## config.mk

```make
export PLATFORM = sky130hd
export DESIGN_NAME = otp_mode_entry_and_program
export DESIGN_NICKNAME = d
export VERILOG_FILES = /design/src/rtl/otp_pkg.sv /design/src/rtl/fuse_write_timer.sv /design/src/rtl/otp_mode_entry_and_program.sv
export VERILOG_INCLUDE_DIRS = /design/src /design/src/rtl
export SDC_FILE = /design/constraint.sdc
export NUM_CORES = 1
export LEC_CHECK = 0
export BUFFER_PORTS_ARGS = -buffer_cell sky130_fd_sc_hd__buf_2
export CAP_MARGIN = 10
export CORE_UTILIZATION = 30
export CTS_CLUSTER_DIAMETER = 30
export CTS_CLUSTER_SIZE = 28
export DETAILED_ROUTE_END_ITERATION = 12
export PLACE_DENSITY = 0.49
export SLEW_MARGIN = 20
export SYNTH_ARGS = -nofsm -noshare
export SYNTH_HDL_FRONTEND = slang
export SYNTH_SLANG_ARGS = --single-unit
```

## constraint.sdc

```tcl
create_clock -name core_clk -period 2.53 [get_ports core_clk]
set_clock_uncertainty 0.15 [all_clocks]
set_input_delay 0.253 -clock core_clk [delete_from_list [all_inputs] [get_ports core_clk]]
set_output_delay 0.253 -clock core_clk [all_outputs]
set_load 0.05 [all_outputs]
```

## src/rtl/otp_consts.svh

```systemverilog
// Purpose: Named offsets, codes, field positions, reset values and timing for the fuse-programming control.
// Assumes: 100 MHz core clock.
// Notes:   Definitions only.
`ifndef OTP_CONSTS_SVH
`define OTP_CONSTS_SVH

// Register offsets
`define ADDR_FUSE_CTRL   8'h08
`define ADDR_CHECK       8'h0B
`define ADDR_ENTRY       8'h2A
`define ADDR_VALIDATE    8'h36
`define ADDR_COMMAND     8'h39

// Command and unlock codes
`define CODE_ENTRY       8'h3C
`define CODE_VALIDATE    8'h96
`define CODE_FUSE_WRITE  8'hB0

// Field positions
`define BIT_SELECT       0
`define BIT_AUTO_EN      7
`define BIT_SLOW         6
`define BIT_FACTORY_LOCK 5
`define BIT_CUST_LOCK    4
`define BIT_BANK_LOCK    3
`define BIT_RUNNING      2

// Reset values
`define RST_SELECT       1'b1
`define RST_AUTO_EN      1'b0
`define RST_SLOW         1'b0
`define BYTE_ZERO        8'h00

// Timing
`define CLK_MHZ          100
`define WRITE_FAST_MS    100
`define WRITE_SLOW_MS    200
`define MS_TO_CYCLES(ms) ((ms) * 1000 * `CLK_MHZ)

`endif

```

## src/rtl/otp_pkg.sv

```systemverilog
// Purpose: Types shared by the fuse-programming control.
// Assumes: Byte-wide register port from the serial front end.
// Notes:   Constants live in otp_consts.svh.
package otp_pkg;

    // One register write
    typedef struct packed {
        logic       en;
        logic [7:0] addr;
        logic [7:0] data;
    } reg_wr_t;

    // One register read request
    typedef struct packed {
        logic       en;
        logic [7:0] addr;
    } reg_rd_t;

    // Lock indications from the fuse array
    typedef struct packed {
        logic factory;
        logic customer;
        logic bank;
    } fuse_lock_t;

    // Burn sequencer states
    typedef enum logic [1:0] {
        SEQ_IDLE = 2'b01,
        SEQ_BURN = 2'b10
    } seq_state_t;

endpackage

```

## src/rtl/fuse_write_timer.sv

```systemverilog
// Purpose: Times one automatic fuse burn, fast or slow.
// Assumes: start arrives only while idle.
// Notes:   Counts are parameters so simulation can shorten them.
`timescale 1ns/10ps
`include "otp_consts.svh"
module fuse_write_timer #(
    parameter int FAST_CYCLES = `MS_TO_CYCLES(`WRITE_FAST_MS),
    parameter int SLOW_CYCLES = `MS_TO_CYCLES(`WRITE_SLOW_MS)
) (
    // Clock and reset
    input  wire logic core_clk,
    input  wire logic rstN,
    // Control
    input  wire logic start,
    input  wire logic slow,
    // Status
    output logic      busy,
    output logic      done
);

    otp_pkg::seq_state_t state_r;
    otp_pkg::seq_state_t state_nxt;
    logic [31:0]         count_r;
    logic [31:0]         count_nxt;
    logic                done_r;
    logic                done_nxt;

    // Next state of the burn sequencer
    always_comb begin
        state_nxt = state_r;
        count_nxt = count_r;
        done_nxt  = 1'b0;
        case (state_r)
            otp_pkg::SEQ_IDLE: begin
                if (start) begin
                    state_nxt = otp_pkg::SEQ_BURN;
                    count_nxt = slow ? 32'(SLOW_CYCLES - 1) : 32'(FAST_CYCLES - 1);
                end
            end
            otp_pkg::SEQ_BURN: begin
                if (count_r == 32'h0000_0000) begin
                    state_nxt = otp_pkg::SEQ_IDLE;
                    done_nxt  = 1'b1;
                end else begin
                    count_nxt = count_r - 32'h0000_0001;
                end
            end
            default: begin
                state_nxt = otp_pkg::SEQ_IDLE;
            end
        endcase
    end

    // Sequencer registers
    always_ff @(posedge core_clk or negedge rstN) begin
        if (!rstN) begin
            state_r <= otp_pkg::SEQ_IDLE;
            count_r <= 32'h0000_0000;
            done_r  <= 1'b0;
        end else begin
            state_r <= state_nxt;
            count_r <= count_nxt;
            done_r  <= done_nxt;
        end
    end

    assign busy = (state_r == otp_pkg::SEQ_BURN);
    assign done = done_r;
endmodule

```

## src/rtl/otp_mode_entry_and_program.sv

```systemverilog
// Purpose: Programming-mode entry, fuse program command and lock/run status.
// Assumes: Serial front end delivers decoded byte writes and reads on core_clk.
// Notes:   Lock inputs come from the fuse array and are synchronised.
// How it works
// Status bit 3 shows bank lock.
// Status bit 2 shows burn running.
// Programmer writes 0x3C to 0x2A first.
// Then 0x96 to 0x36 enters mode.
// Other validation byte leaves programming mode.
// 0xB0 to 0x39 starts burn sequence.
// Command ignored unless mode entered, unlocked.
// Fuse select must be 1 to burn.
// Check bit 7 enables auto programming, resets 0.
// Check bit 6 picks 100 or 200 ms.
// Bit 4 customer lock blocks programming.
`timescale 1ns/10ps
`include "otp_consts.svh"
module otp_mode_entry_and_program #(
    parameter int FAST_CYCLES = `MS_TO_CYCLES(`WRITE_FAST_MS),
    parameter int SLOW_CYCLES = `MS_TO_CYCLES(`WRITE_SLOW_MS)
) (
    // Clock and reset
    input  wire logic             core_clk,
    input  wire logic             nrst,
    // Register port from serial front end
    input  wire otp_pkg::reg_wr_t regWr,
    input  wire otp_pkg::reg_rd_t regRd,
    output logic [7:0]            regRdData,
    output logic                  regRdValid,
    // Fuse array
    input  wire otp_pkg::fuse_lock_t lockIn,
    output logic                  fuseBurnEn,
    output logic                  fuseTransparent,
    output logic                  programMode
);

    logic [1:0]           rstPipe_r;
    logic                 rstN;
    otp_pkg::fuse_lock_t  lockMeta_r;
    otp_pkg::fuse_lock_t  lockSync_r;
    logic                 armed_r;
    logic                 armed_nxt;
    logic                 modeActive_r;
    logic                 modeActive_nxt;
    logic                 autoEn_r;
    logic                 autoEn_nxt;
    logic                 slow_r;
    logic                 slow_nxt;
    logic                 select_r;
    logic                 select_nxt;
    logic                 burned_r;
    logic                 burned_nxt;
    logic [7:0]           rdData_r;
    logic [7:0]           rdData_nxt;
    logic                 rdValid_r;
    logic                 rdValid_nxt;
    logic                 running;
    logic                 burnDone;
    logic                 bankLockFlag;
    logic                 blocked;
    logic                 cmdHit;
    logic                 start;

    // True for a write strobe to the given offset
    function automatic logic hitWr(input otp_pkg::reg_wr_t w, input logic [7:0] a);
        return w.en && (w.addr == a);
    endfunction

    // Reset release through two flops
    always_ff @(posedge core_clk or negedge nrst) begin
        if (!nrst) begin
            rstPipe_r <= 2'b00;
        end else begin
            rstPipe_r <= {rstPipe_r[0], 1'b1};
        end
    end
    assign rstN = rstPipe_r[1];

    // Lock inputs cross into the core clock
    always_ff @(posedge core_clk or negedge rstN) begin
        if (!rstN) begin
            lockMeta_r <= '0;
            lockSync_r <= '0;
        end else begin
            lockMeta_r <= lockIn;
            lockSync_r <= lockMeta_r;
        end
    end

    // Lock and command qualification
    // Burn completion locks the bank in the same cycle the burn ends
    assign bankLockFlag = lockSync_r.bank | burned_r | burnDone;
    assign blocked      = bankLockFlag | lockSync_r.customer;
    assign cmdHit       = hitWr(regWr, `ADDR_COMMAND) && (regWr.data == `CODE_FUSE_WRITE);
    assign start        = cmdHit && modeActive_r && autoEn_r && select_r && !blocked && !running;

    // Next values of control and status
    always_comb begin
        armed_nxt      = armed_r;
        modeActive_nxt = modeActive_r;
        autoEn_nxt     = autoEn_r;
        slow_nxt       = slow_r;
        select_nxt     = select_r;
        burned_nxt     = burned_r | burnDone;
        rdValid_nxt    = regRd.en;
        rdData_nxt     = rdData_r;
        if (hitWr(regWr, `ADDR_ENTRY)) begin
            armed_nxt = (regWr.data == `CODE_ENTRY);
        end
        if (hitWr(regWr, `ADDR_VALIDATE)) begin
            armed_nxt = 1'b0;
            if (regWr.data == `CODE_VALIDATE) begin
                modeActive_nxt = modeActive_r | armed_r;
            end else begin
                modeActive_nxt = 1'b0;
            end
        end
        if (hitWr(regWr, `ADDR_CHECK)) begin
            autoEn_nxt = regWr.data[`BIT_AUTO_EN];
            slow_nxt   = regWr.data[`BIT_SLOW];
        end
        if (hitWr(regWr, `ADDR_FUSE_CTRL)) begin
            select_nxt = regWr.data[`BIT_SELECT];
        end
        if (regRd.en) begin
            case (regRd.addr)
                `ADDR_FUSE_CTRL: begin
                    rdData_nxt = `BYTE_ZERO;
                    rdData_nxt[`BIT_SELECT] = select_r;
                end
                `ADDR_CHECK: begin
                    rdData_nxt = `BYTE_ZERO;
                    rdData_nxt[`BIT_AUTO_EN]      = autoEn_r;
                    rdData_nxt[`BIT_SLOW]         = slow_r;
                    rdData_nxt[`BIT_FACTORY_LOCK] = lockSync_r.factory;
                    rdData_nxt[`BIT_CUST_LOCK]    = lockSync_r.customer;
                    rdData_nxt[`BIT_BANK_LOCK]    = bankLockFlag;
                    rdData_nxt[`BIT_RUNNING]      = running;
                end
                default: begin
                    rdData_nxt = `BYTE_ZERO;
                end
            endcase
        end
    end

    // Control and status registers
    always_ff @(posedge core_clk or negedge rstN) begin
        if (!rstN) begin
            armed_r      <= 1'b0;
            modeActive_r <= 1'b0;
            autoEn_r     <= `RST_AUTO_EN;
            slow_r       <= `RST_SLOW;
            select_r     <= `RST_SELECT;
            burned_r     <= 1'b0;
            rdData_r     <= `BYTE_ZERO;
            rdValid_r    <= 1'b0;
        end else begin
            armed_r      <= armed_nxt;
            modeActive_r <= modeActive_nxt;
            autoEn_r     <= autoEn_nxt;
            slow_r       <= slow_nxt;
            select_r     <= select_nxt;
            burned_r     <= burned_nxt;
            rdData_r     <= rdData_nxt;
            rdValid_r    <= rdValid_nxt;
        end
    end

    // Burn timer
    fuse_write_timer #(
        .FAST_CYCLES (FAST_CYCLES),
        .SLOW_CYCLES (SLOW_CYCLES)
    ) u_timer (
        .core_clk (core_clk),
        .rstN     (rstN),
        .start    (start),
        .slow     (slow_r),
        .busy     (running),
        .done     (burnDone)
    );

    // Outputs
    assign regRdData       = rdData_r;
    assign regRdValid      = rdValid_r;
    assign fuseBurnEn      = running;
    assign fuseTransparent = !select_r;
    assign programMode     = modeActive_r;
endmodule

```

# After elaboration in Yosys (flattened, before gate mapping)

Index checks and enable logic that the tools add are counted.

Logic and storage cells: 71
Output and inout port bits: 12
Register bits: 58
Input bits: 31

Multiplexer cells: 13
Eq/ne operators: 15
Reductions and logical operators: 19
Bitwise operators: 5
Add/subtract/negate cells: 1

Operators with widths:

| kind                    | number |
|---|---|
| $mux W32                | 2 |
| $pmux W32 S2            | 1 |
| $eq A8 B4 Y1 const B    | 4 |
| $eq A8 B6 Y1 const B    | 4 |
| $logic_not A32 Y1       | 1 |
| $sub A32 B1 Y32 const B | 1 |
| $mux W25                | 1 |
| $eq A8 B8 Y1 const B    | 2 |
| $pmux W8 S2             | 1 |
| $logic_and A1 B1 Y1     | 11 |
| $mux W1                 | 5 |
| $or A1 B1 Y1            | 5 |
| $mux W2                 | 2 |
| $ne A2 B2 Y1 const B    | 2 |
| $pmux W2 S2             | 1 |
| $reduce_bool A2 Y1      | 2 |
| $logic_not A1 Y1        | 3 |
| $reduce_and A3 Y1       | 1 |
| $eq A2 B1 Y1 const B    | 1 |
| $eq A2 B2 Y1 const B    | 1 |
| $ne A2 B1 Y1 const B    | 1 |
| $reduce_and A2 Y1       | 1 |

# Depth between registers and ports, before layout

Gate-level depths: netlist of the first run.

Depth in word-level cells: 10
Mapped depth: 9
Mapped depth without buffers: 7

# Modules after synthesis

A second synthesis of the first run with hierarchy kept.

Cells, all modules: 282
Area, all modules: 2886.5 sq um

Modules (own cells, without submodules):

| module                     | cells an instance | area each (sq um) | instances | sequential area each (sq um) |
|---|---|---|---|---|
| fuse_write_timer           | 209               | 1976.9            | 1         | 877.1 |
| otp_mode_entry_and_program | 73                | 909.6             | 1         | 551.8 |

# Worst setup path after synthesis of the first run

OpenSTA, ideal clock, no wires.

Path kind: reg-to-reg
Start: reg u_timer.state_r[0]
End: reg u_timer.count_r[28]
Period minus slack after synthesis: 2.712 ns
Slack: -0.182 ns
Arrival: 2.475 ns
Stages on the path, launching flop included: 9
Path buffers: 1
Data required time: 2.293 ns
Cells stage by stage: dfstp_2 -> inv_1 -> ha_1 -> nor2_1 -> nand4_1 -> o32a_1 -> buf_2 -> or4_1 -> a22oi_1

Word-level cells in the longest chain between the ends: 5
Elaborated cells on any way between the ends: 9

RTL lines:

| what                               | RTL line                         | source |
|---|---|---|
| from (decl)                        | fuse_write_timer.sv:21           | `otp_pkg::seq_state_t state_r;` |
| from (signal assigned)             | fuse_write_timer.sv:57           | `state_r <= otp_pkg::SEQ_IDLE;` |
| from (signal assigned)             | fuse_write_timer.sv:61           | `state_r <= state_nxt;` |
| $eq A2 B2 Y1 *                     | fuse_write_timer.sv:67           | `assign busy = (state_r == otp_pkg::SEQ_BURN);` |
| net fuseBurnEn                     | otp_mode_entry_and_program.sv:32 | `output logic fuseBurnEn,` |
| $logic_not A1 Y1                   | otp_mode_entry_and_program.sv:95 | `assign start = cmdHit && modeActive_r && autoEn_r && select_r && !blocked && !running;` |
| $logic_and A1 B1 Y1                | otp_mode_entry_and_program.sv:95 |  |
| $ne A2 B2 Y1 (no source line)      | n/a                              |  |
| $reduce_and A3 Y1 (no source line) | n/a                              |  |
| to (signal assigned)               | fuse_write_timer.sv:62           | `count_r <= count_nxt;` |
| to (decl)                          | fuse_write_timer.sv:23           | `logic [31:0] count_r;` |

Mark *: on every way through the listed nets, which the timed path passes. The rest lies on a longest branch.
A chain may end at the register's enable or synchronous reset.

# Worst setup path in the final report of the first run

Start: reg u_timer.state_r[0]
End: reg u_timer.count_r[27]

Word-level cells in the longest chain between the ends: 5
Elaborated cells on any way between the ends: 9

RTL lines:

| what                               | RTL line |
|---|---|
| $eq A2 B2 Y1                       | fuse_write_timer.sv:33, fuse_write_timer.sv:67 |
| $logic_not A1 Y1                   | otp_mode_entry_and_program.sv:95 |
| $logic_and A1 B1 Y1                | otp_mode_entry_and_program.sv:95 |
| $ne A2 B2 Y1 (no source line)      | n/a |
| $reduce_and A3 Y1 (no source line) | n/a |

Several ways; a longest one is shown, not always the timed one.

==> flow_summary.toml, run 1 <==
[outcome]
status = "finished clean"

[logic_synthesis]
mappedNetlistNets = 373
ys_types = 70
yosys-top-cells-area = "sky130_fd_sc_hd__dfrtp_1 (42%), sky130_fd_sc_hd__nor2_1 (2.5%), sky130_fd_sc_hd__o21ai_0 (2.4%), sky130_fd_sc_hd__inv_1 (2.3%), sky130_fd_sc_hd__nor4_1 (2.3%)"
postSynthCellCount = 338
yosysSeqAreaShare = 0.437
ys.flop_type = "sky130_fd_sc_hd__dfrtp_1"
synth-seq-cells = 57
post_synth_edffs = 0
commonest_cells_post_synth = "sky130_fd_sc_hd__dfrtp_1 (55), sky130_fd_sc_hd__nor2_1 (22), sky130_fd_sc_hd__inv_1 (20)"
ys.warnings.count = 0
synth_area_sq_um = 3270
yosys.area.top_type_share = 0.421
yosys.area.top_type = "sky130_fd_sc_hd__dfrtp_1"
ys_async_sr_fraction = 1.00
avgSynthCellArea_sq_um = 9.68
yosys.cell_count.top_type = "sky130_fd_sc_hd__dfrtp_1"

[layout]
final-seq-area_sq_um = 1430
number_of_nets_in_the_finished_design = 454
finish.cell_count_without_fillers = 560
num_antenna_cells = 0
layout-area-overhead-vs-synth_pct = 33.5
multiInputGateArea_sq_um = 1760
layout_cell_share_with_drive_strength_beyond_1 = 0.330
fillers = 1054

[cts]
clockRootBuffer = "sky130_fd_sc_hd__clkbuf_8"
cts.sink_count = 57
insertion_delay_ns = 0.35
cts_tree = "yes"
cts.clk_slew.worst_paths_ns = 0.08
htree_num_levels = 3
clock_tree_buf_depth = 2
cts-buffers-inserted = 9

[critical_path]
worst_setup_path_start_kind = "flip-flop"
timing.critical_path.slowest_stage_cell = "sky130_fd_sc_hd__dfstp_2"
path_cells = "inv_2, ha_4, or2_4, o32a_4, buf_4, clkbuf_16, a211o_1, a22o_1"
setup.reg_to_reg.worst_slack_ns = 0.04
arrival_time_of_data_at_the_critical_path_endpoint_ns = 2.59
data_required_time_at_the_worst_endpoint_ns = 2.63
timing_worst_setup_path_type = "flip-flop to flip-flop"
critical-path-max-stage-delay_ns = 0.54
crit_fanout = 21
critical_path.endpoint_type = "flip-flop"

[placement]
placed_cells = 532
hpwlAfterDp_um = 6460
portBuffers = 41
gp_routability_congestion = 0.816

[sta]
slew-limit-headroom = 0.571
setup_tns_ns = 0
maximum_operating_frequency_ghz = 0.402
hold_viol_final = 0
timing.final.crit_share = 0.983
report.final.setup_viol = 0
final-max-slew-violation-count = 0
rsz_0062_raised_after_global_routing = "true"
finalWorstPathRequiredPeriod_ns = 2.49
transition_time_at_the_pin_with_the_least_slew_margin_ns = 0.644

[drt]
wl_per_cell_um = 17.1
drtIter0Drc = 136
detailedRoute.firstPassIterationCount = 4
drc_errors = 0
ant_nets = 0
dr_total_vias = 2994
drt_wl_total_um = 9550
route.detailed.vias_per_inst = 5.35

[grt]
grt_pass1_vias = 2950
grt_antenna_before_repair = 0
total_routing_resource_utilization_after_global_routing = 0.176
grt_pass1_wl_um = 15400
globalRouteOverflowTotal = 0
grt_max_degree = 43

[power]
cellPowerDensity_nw_per_um2 = 462
cell_internal_pwr_mw = 1.52
share_comb_of_total_power = 0.045
power_switching_mw = 0.492
power_frac_clock = 0.491
power.static_leakage_nw = 1.79
sequentialPowerShare = 0.464
report.power.total_mw = 2.02
netSwitchingFraction = 0.244
peakVddDrop_v = 0.000325

[die]
std_cell_rows = 37
boundaryPins = 43
die_area_sq_um = 11300
floorplan.initialDensity = 0.313
fp.coreArea_sq_um = 10500
dieWidth_um = 106
die_y_um = 106

[run]
drv_cap = 0

[worst_hold_path]
hold_path.class = "primary input to flip-flop"
layout make-up:
type,count,share of cell area
clock buffer,9,0.0284
timing repair buffer,92,0.162
inverter,20,0.0172
tap,136,0.0390
sequential,57,0.327
multi-input combinational,239,0.402
clock inverter,7,0.0235
worst max-delay path, delay by kind of cell (launching register included):
family | cells | cell delay [ns]
AO/OA/AOI/OAI | 3 | 0.83
buffers and inverters | 3 | 0.41
adder cells (fa/ha/maj) | 1 | 0.22
flip-flops | 1 | 0.54
AND/OR/NAND/NOR | 1 | 0.24
registers in the layout, indices dropped and copies added (netlist names):
register         flops
u_timer.count_r     32
regRdData            7
lockMeta_r           3
lockSync_r           3
rstPipe_r            2
u_timer.state_r      2
armed_r              1
autoEn_r             1
burned_r             1
programMode          1
regRdValid           1
select_r             1
slow_r               1
u_timer.done         1
metrics by stage:
| stage | hold WS [ns] | cell area (sq um) | setup WS, ns | utilization |
|---|---|---|---|---|
| 2_1_floorplan | -0.193 | 3280 | 0.0517 | - |
| 3_3_place_gp | -0.113 | 3880 | 0.0564 | 0.371 |
| 3_5_place_dp | -0.111 | 3880 | 0.0318 | 0.371 |
| 4_1_cts | 0.0155 | 4170 | 0.0208 | 0.399 |
| 5_1_grt | 0.0136 | 4370 | -0.0155 | 0.417 |
| 6_report | 0.0241 | 4370 | 0.0421 | 0.417 |
path summary, 6_finish.rpt:
check,endpoint,from,depth (start not counted)
hold / removal,autoEn_r$_DFFE_PN0P_,regWr[7],2
setup / recovery,u_timer.count_r[27]$_DFFE_PN0P_,u_timer.state_r[0]$_DFFE_PN1P_,8
min in group asynchronous,rstPipe_r[0]$_DFF_PN0_,nrst,2
setup reg to reg,u_timer.count_r[27]$_DFFE_PN0P_,u_timer.state_r[0]$_DFFE_PN1P_,8
hold reg to reg,lockMeta_r[0]$_DFF_PN0_,rstPipe_r[1]$_DFF_PN0_,0
max in group asynchronous,u_timer.state_r[0]$_DFFE_PN1P_,rstPipe_r[1]$_DFF_PN0_,1
placed cells by master, fill, tap and decap left out, types with 6 or more instances in the layout:
cell	instances
sky130_fd_sc_hd__a31oi_1	9
sky130_fd_sc_hd__nand3_1	13
sky130_fd_sc_hd__mux2i_1	6
sky130_fd_sc_hd__nor3_1	11
sky130_fd_sc_hd__nor4_1	10
sky130_fd_sc_hd__clkbuf_8	9
sky130_fd_sc_hd__nand4_1	10
sky130_fd_sc_hd__dfrtp_1	54
sky130_fd_sc_hd__or3_1	7
sky130_fd_sc_hd__buf_2	41
sky130_fd_sc_hd__nor2_1	22
sky130_fd_sc_hd__o21ai_0	16
sky130_fd_sc_hd__buf_4	37
sky130_fd_sc_hd__a21oi_1	11
sky130_fd_sc_hd__nand2_1	13
sky130_fd_sc_hd__inv_1	17
sky130_fd_sc_hd__o31ai_1	9
sky130_fd_sc_hd__dlygate4sd3_1	6
repair_timing:
item / in CTS / in global routing
buffers inserted: 0 / 3
hold endpoints to repair: 7 / 0
resized for setup: 0 / 22
setup endpoints to repair: 0 / 29
hold buffers: 6 / 0
power groups by stage:
stage,Combinational (mW),Sequential [mW],Clock [mW]
after floorplan,0.0293,0.959,0
after global placement,0.0830,0.955,0
after detailed placement,0.0841,0.955,0
after CTS,0.0912,0.937,1.02
after global routing,0.101,0.939,1.06
final,0.0907,0.936,0.990
per-layer routing:
metal	GRT usage	wire [um]	vias up
met4	0.0607	154	0
li1	-	-	1465
met5	0	0	-
met1	0.234	4510	1449
met2	0.280	4520	67
met3	0.0411	371	13
cell families after synthesis:
| logic type | count (synthesis) | synth area share |
|---|---|---|
| muxes | 8 | 0.0252 |
| and+or+nand+nor | 134 | 0.268 |
| adders and majority gates | 4 | 0.0153 |
| other | 2 | 0.00230 |
| DFF | 57 | 0.437 |
| buffers and inverters | 42 | 0.0597 |
| AOI/OAI and AO/OA | 91 | 0.192 |
(Power assumes the default switching activity.)
==> run 2, diff against run 1 <==
--- a/config.mk
+++ b/config.mk
@@ -6,6 +6,7 @@
 export SDC_FILE = /design/constraint.sdc
 export NUM_CORES = 1
 export LEC_CHECK = 0
+export ABC_AREA = 1
 export BUFFER_PORTS_ARGS = -buffer_cell sky130_fd_sc_hd__buf_2
 export CAP_MARGIN = 10
 export CORE_UTILIZATION = 30
==> flow_summary.toml, run 2 <==
[outcome]
status = "finished clean"

[power]
sequentialPowerShare = 0.419
cell_internal_pwr_mw = 1.75
peakVddDrop_v = 0.000352
report.power.total_mw = 2.23
power.static_leakage_nw = 2.25
power_switching_mw = 0.479
share_comb_of_total_power = 0.049
cellPowerDensity_nw_per_um2 = 536
power_frac_clock = 0.533
netSwitchingFraction = 0.215

[sta]
report.final.setup_viol = 0
slew-limit-headroom = 0.595
finalWorstPathRequiredPeriod_ns = 2.06
timing.final.crit_share = 0.815
maximum_operating_frequency_ghz = 0.485
rsz_0062_raised_after_global_routing = "false"
hold_viol_final = 0
final-max-slew-violation-count = 0
setup_tns_ns = 0
transition_time_at_the_pin_with_the_least_slew_margin_ns = 0.601

[logic_synthesis]
commonest_cells_post_synth = "sky130_fd_sc_hd__nand2_1 (187), sky130_fd_sc_hd__nor2_1 (86), sky130_fd_sc_hd__dfrtp_1 (55)"
yosys.area.top_type_share = 0.397
avgSynthCellArea_sq_um = 6.71
ys.flop_type = "sky130_fd_sc_hd__dfrtp_1"
yosys.cell_count.top_type = "sky130_fd_sc_hd__nand2_1"
yosys-top-cells-area = "sky130_fd_sc_hd__dfrtp_1 (40%), sky130_fd_sc_hd__nand2_1 (20%), sky130_fd_sc_hd__nor2_1 (9.3%), sky130_fd_sc_hd__inv_1 (5.5%), sky130_fd_sc_hd__nand3_1 (4.6%)"
synth-seq-cells = 57
ys_async_sr_fraction = 1.00
ys.warnings.count = 0
post_synth_edffs = 0
yosysSeqAreaShare = 0.412
mappedNetlistNets = 552
yosys.area.top_type = "sky130_fd_sc_hd__dfrtp_1"
ys_types = 35
synth_area_sq_um = 3470
postSynthCellCount = 517

[grt]
grt_pass1_wl_um = 15800
total_routing_resource_utilization_after_global_routing = 0.174
grt_pass1_vias = 3264
grt_max_degree = 56
globalRouteOverflowTotal = 0
grt_antenna_before_repair = 0

[die]
fp.coreArea_sq_um = 11100
die_y_um = 110
std_cell_rows = 38
die_area_sq_um = 12000
boundaryPins = 43
floorplan.initialDensity = 0.313
dieWidth_um = 110

[cts]
cts_tree = "yes"
cts.sink_count = 57
cts-buffers-inserted = 9
cts.clk_slew.worst_paths_ns = 0.05
insertion_delay_ns = 0.33
htree_num_levels = 3
clock_tree_buf_depth = 2
cts_setup_buffers = 0
clockRootBuffer = "sky130_fd_sc_hd__clkbuf_16"

[layout]
max_flop_register = "u_timer.count_r"
multiInputGateArea_sq_um = 1760
layout_commonest_cell = "sky130_fd_sc_hd__nand2_1"
layout-area-overhead-vs-synth_pct = 20.0
layout_common_cells = "sky130_fd_sc_hd__nand2_1 (187), sky130_fd_sc_hd__nor2_1 (86), sky130_fd_sc_hd__dfrtp_1 (54)"
fillers = 1191
num_antenna_cells = 0
final-seq-area_sq_um = 1430
layout_cell_share_with_drive_strength_beyond_1 = 0.133
largest_register_ffs = 32
number_of_nets_in_the_finished_design = 603

[drt]
drt_wl_total_um = 9060
drtIter0Drc = 122
wl_per_cell_um = 12.7
dr_total_vias = 3272
route.detailed.vias_per_inst = 4.59
drc_errors = 0
detailedRoute.firstPassIterationCount = 4
ant_nets = 0

[critical_path]
timing_worst_setup_path_type = "flip-flop to flip-flop"
critical_path.endpoint_type = "flip-flop"
data_required_time_at_the_worst_endpoint_ns = 2.57
worst_setup_path_start_kind = "flip-flop"
arrival_time_of_data_at_the_critical_path_endpoint_ns = 2.11
crit_fanout = 35

[placement]
portBuffers = 41
hpwlAfterDp_um = 6730
gp_routability_congestion = 0.835

[run]
drv_cap = 0

[worst_hold_path]
hold_path.class = "primary input to flip-flop"
-- run 2: changes by cell type after synthesis, moves of 8 or more --
cell	previous run	this run
sky130_fd_sc_hd__nor4_1	12	3
sky130_fd_sc_hd__nor2_1	22	86
sky130_fd_sc_hd__o21ai_1	2	10
sky130_fd_sc_hd__clkbuf_1	10	2
sky130_fd_sc_hd__a31oi_1	9	0
sky130_fd_sc_hd__inv_1	20	51
sky130_fd_sc_hd__or4_1	9	0
sky130_fd_sc_hd__nand3_1	13	32
sky130_fd_sc_hd__nand2_1	13	187
-- run 2: power by group through the flow --
stage	combinational, mW	sequential [mW]	clock [mW]
finish	0.108	0.934	1.19
global placement	0.105	0.949	0
global route	0.123	0.936	1.25
floorplan	0.0370	0.967	0
detailed placement	0.105	0.949	0
CTS	0.111	0.934	1.23
-- run 2: logic make-up (layout without fill, tap and decap cells) --
kind of cell               count (synthesis)  count (layout)  synth area share
buffers and inverters                     64             120            0.0800
adders and majority gates                  4               4            0.0144
xor gates and xnor gates                   3               3           0.00757
and+or+nand+nor                          338             338             0.404
DFF                                       57              57             0.412
other                                      2               2           0.00216
AOI/OAI and AO/OA                         49              49            0.0804
-- run 2: final cells by class --
| type | instances | area share |
|---|---|---|
| Clock buffer | 13 | 0.0601 |
| Clock inverter | 3 | 0.00962 |
| Inverter | 53 | 0.0478 |
| Multi-Input combinational cell | 396 | 0.424 |
| Sequential cell | 57 | 0.343 |
| Tap cell | 140 | 0.0421 |
| Timing Repair Buffer | 51 | 0.0733 |
-- run 2: worst paths after layout --
path                            cells after the start  slack [ns]                           start                         endpoint
worst max-delay path                               11        0.47  u_timer.state_r[0]$_DFFE_PN1P_  u_timer.count_r[25]$_DFFE_PN0P_
worst min-delay path                                3        0.05                        regWr[0]             select_r$_DFFE_PN1P_
worst max register to register                     11        0.47  u_timer.state_r[0]$_DFFE_PN1P_  u_timer.count_r[25]$_DFFE_PN0P_
worst min register to register                      1        0.11          rstPipe_r[1]$_DFF_PN0_  u_timer.count_r[15]$_DFFE_PN0P_
max in group asynchronous                           1        1.82          rstPipe_r[1]$_DFF_PN0_   u_timer.state_r[0]$_DFFE_PN1P_
min in group asynchronous                           2        0.09                            nrst           rstPipe_r[0]$_DFF_PN0_
-- run 2: metal layers --
| layer | share of wire | global-route usage | wire length (um) |
|---|---|---|---|
| met4 | 0.021 | 0.0676 | 194 |
| met2 | 0.45 | 0.282 | 4040 |
| met1 | 0.48 | 0.223 | 4380 |
| met5 | 0 | 0 | 0 |
| met3 | 0.049 | 0.0409 | 446 |
-- run 2: repair_timing --
| action | CTS | global route |
|---|---|---|
| endpoints found under the hold margin | 6 | 0 |
| hold buffers | 5 | 0 |
| setup endpoints to repair | 0 | 0 |
| gates resized for setup | 0 | 0 |
-- run 2: per-stage QoR --
step / instance area, sq um / setup slack, ns / util / cells / hold WS [ns]
after floorplan: 3470 / 0.187 / - / 517 / -0.193
after CTS: 4160 / 0.454 / 0.376 / 713 / 0.0371
after global placement: 3820 / 0.522 / 0.345 / 692 / -0.112
after detailed placement: 3820 / 0.457 / 0.345 / 692 / -0.110
after global routing: 4160 / 0.225 / 0.376 / 713 / 0.0836
final: 4160 / 0.467 / 0.376 / 713 / 0.0498
-- run 2: critical path: stages, from the launching register on --
cell and delay (ns):
sky130_fd_sc_hd__dfstp_2 0.54, sky130_fd_sc_hd__inv_1 0.04, sky130_fd_sc_hd__ha_1 0.20, sky130_fd_sc_hd__nor2_1 0.10, sky130_fd_sc_hd__nand3_1 0.08, sky130_fd_sc_hd__nor2_1 0.11
sky130_fd_sc_hd__nand2_1 0.06, sky130_fd_sc_hd__nand2_1 0.11, sky130_fd_sc_hd__nand3_2 0.11, sky130_fd_sc_hd__buf_4 0.25, sky130_fd_sc_hd__nand2_1 0.08, sky130_fd_sc_hd__o21ai_0 0.08
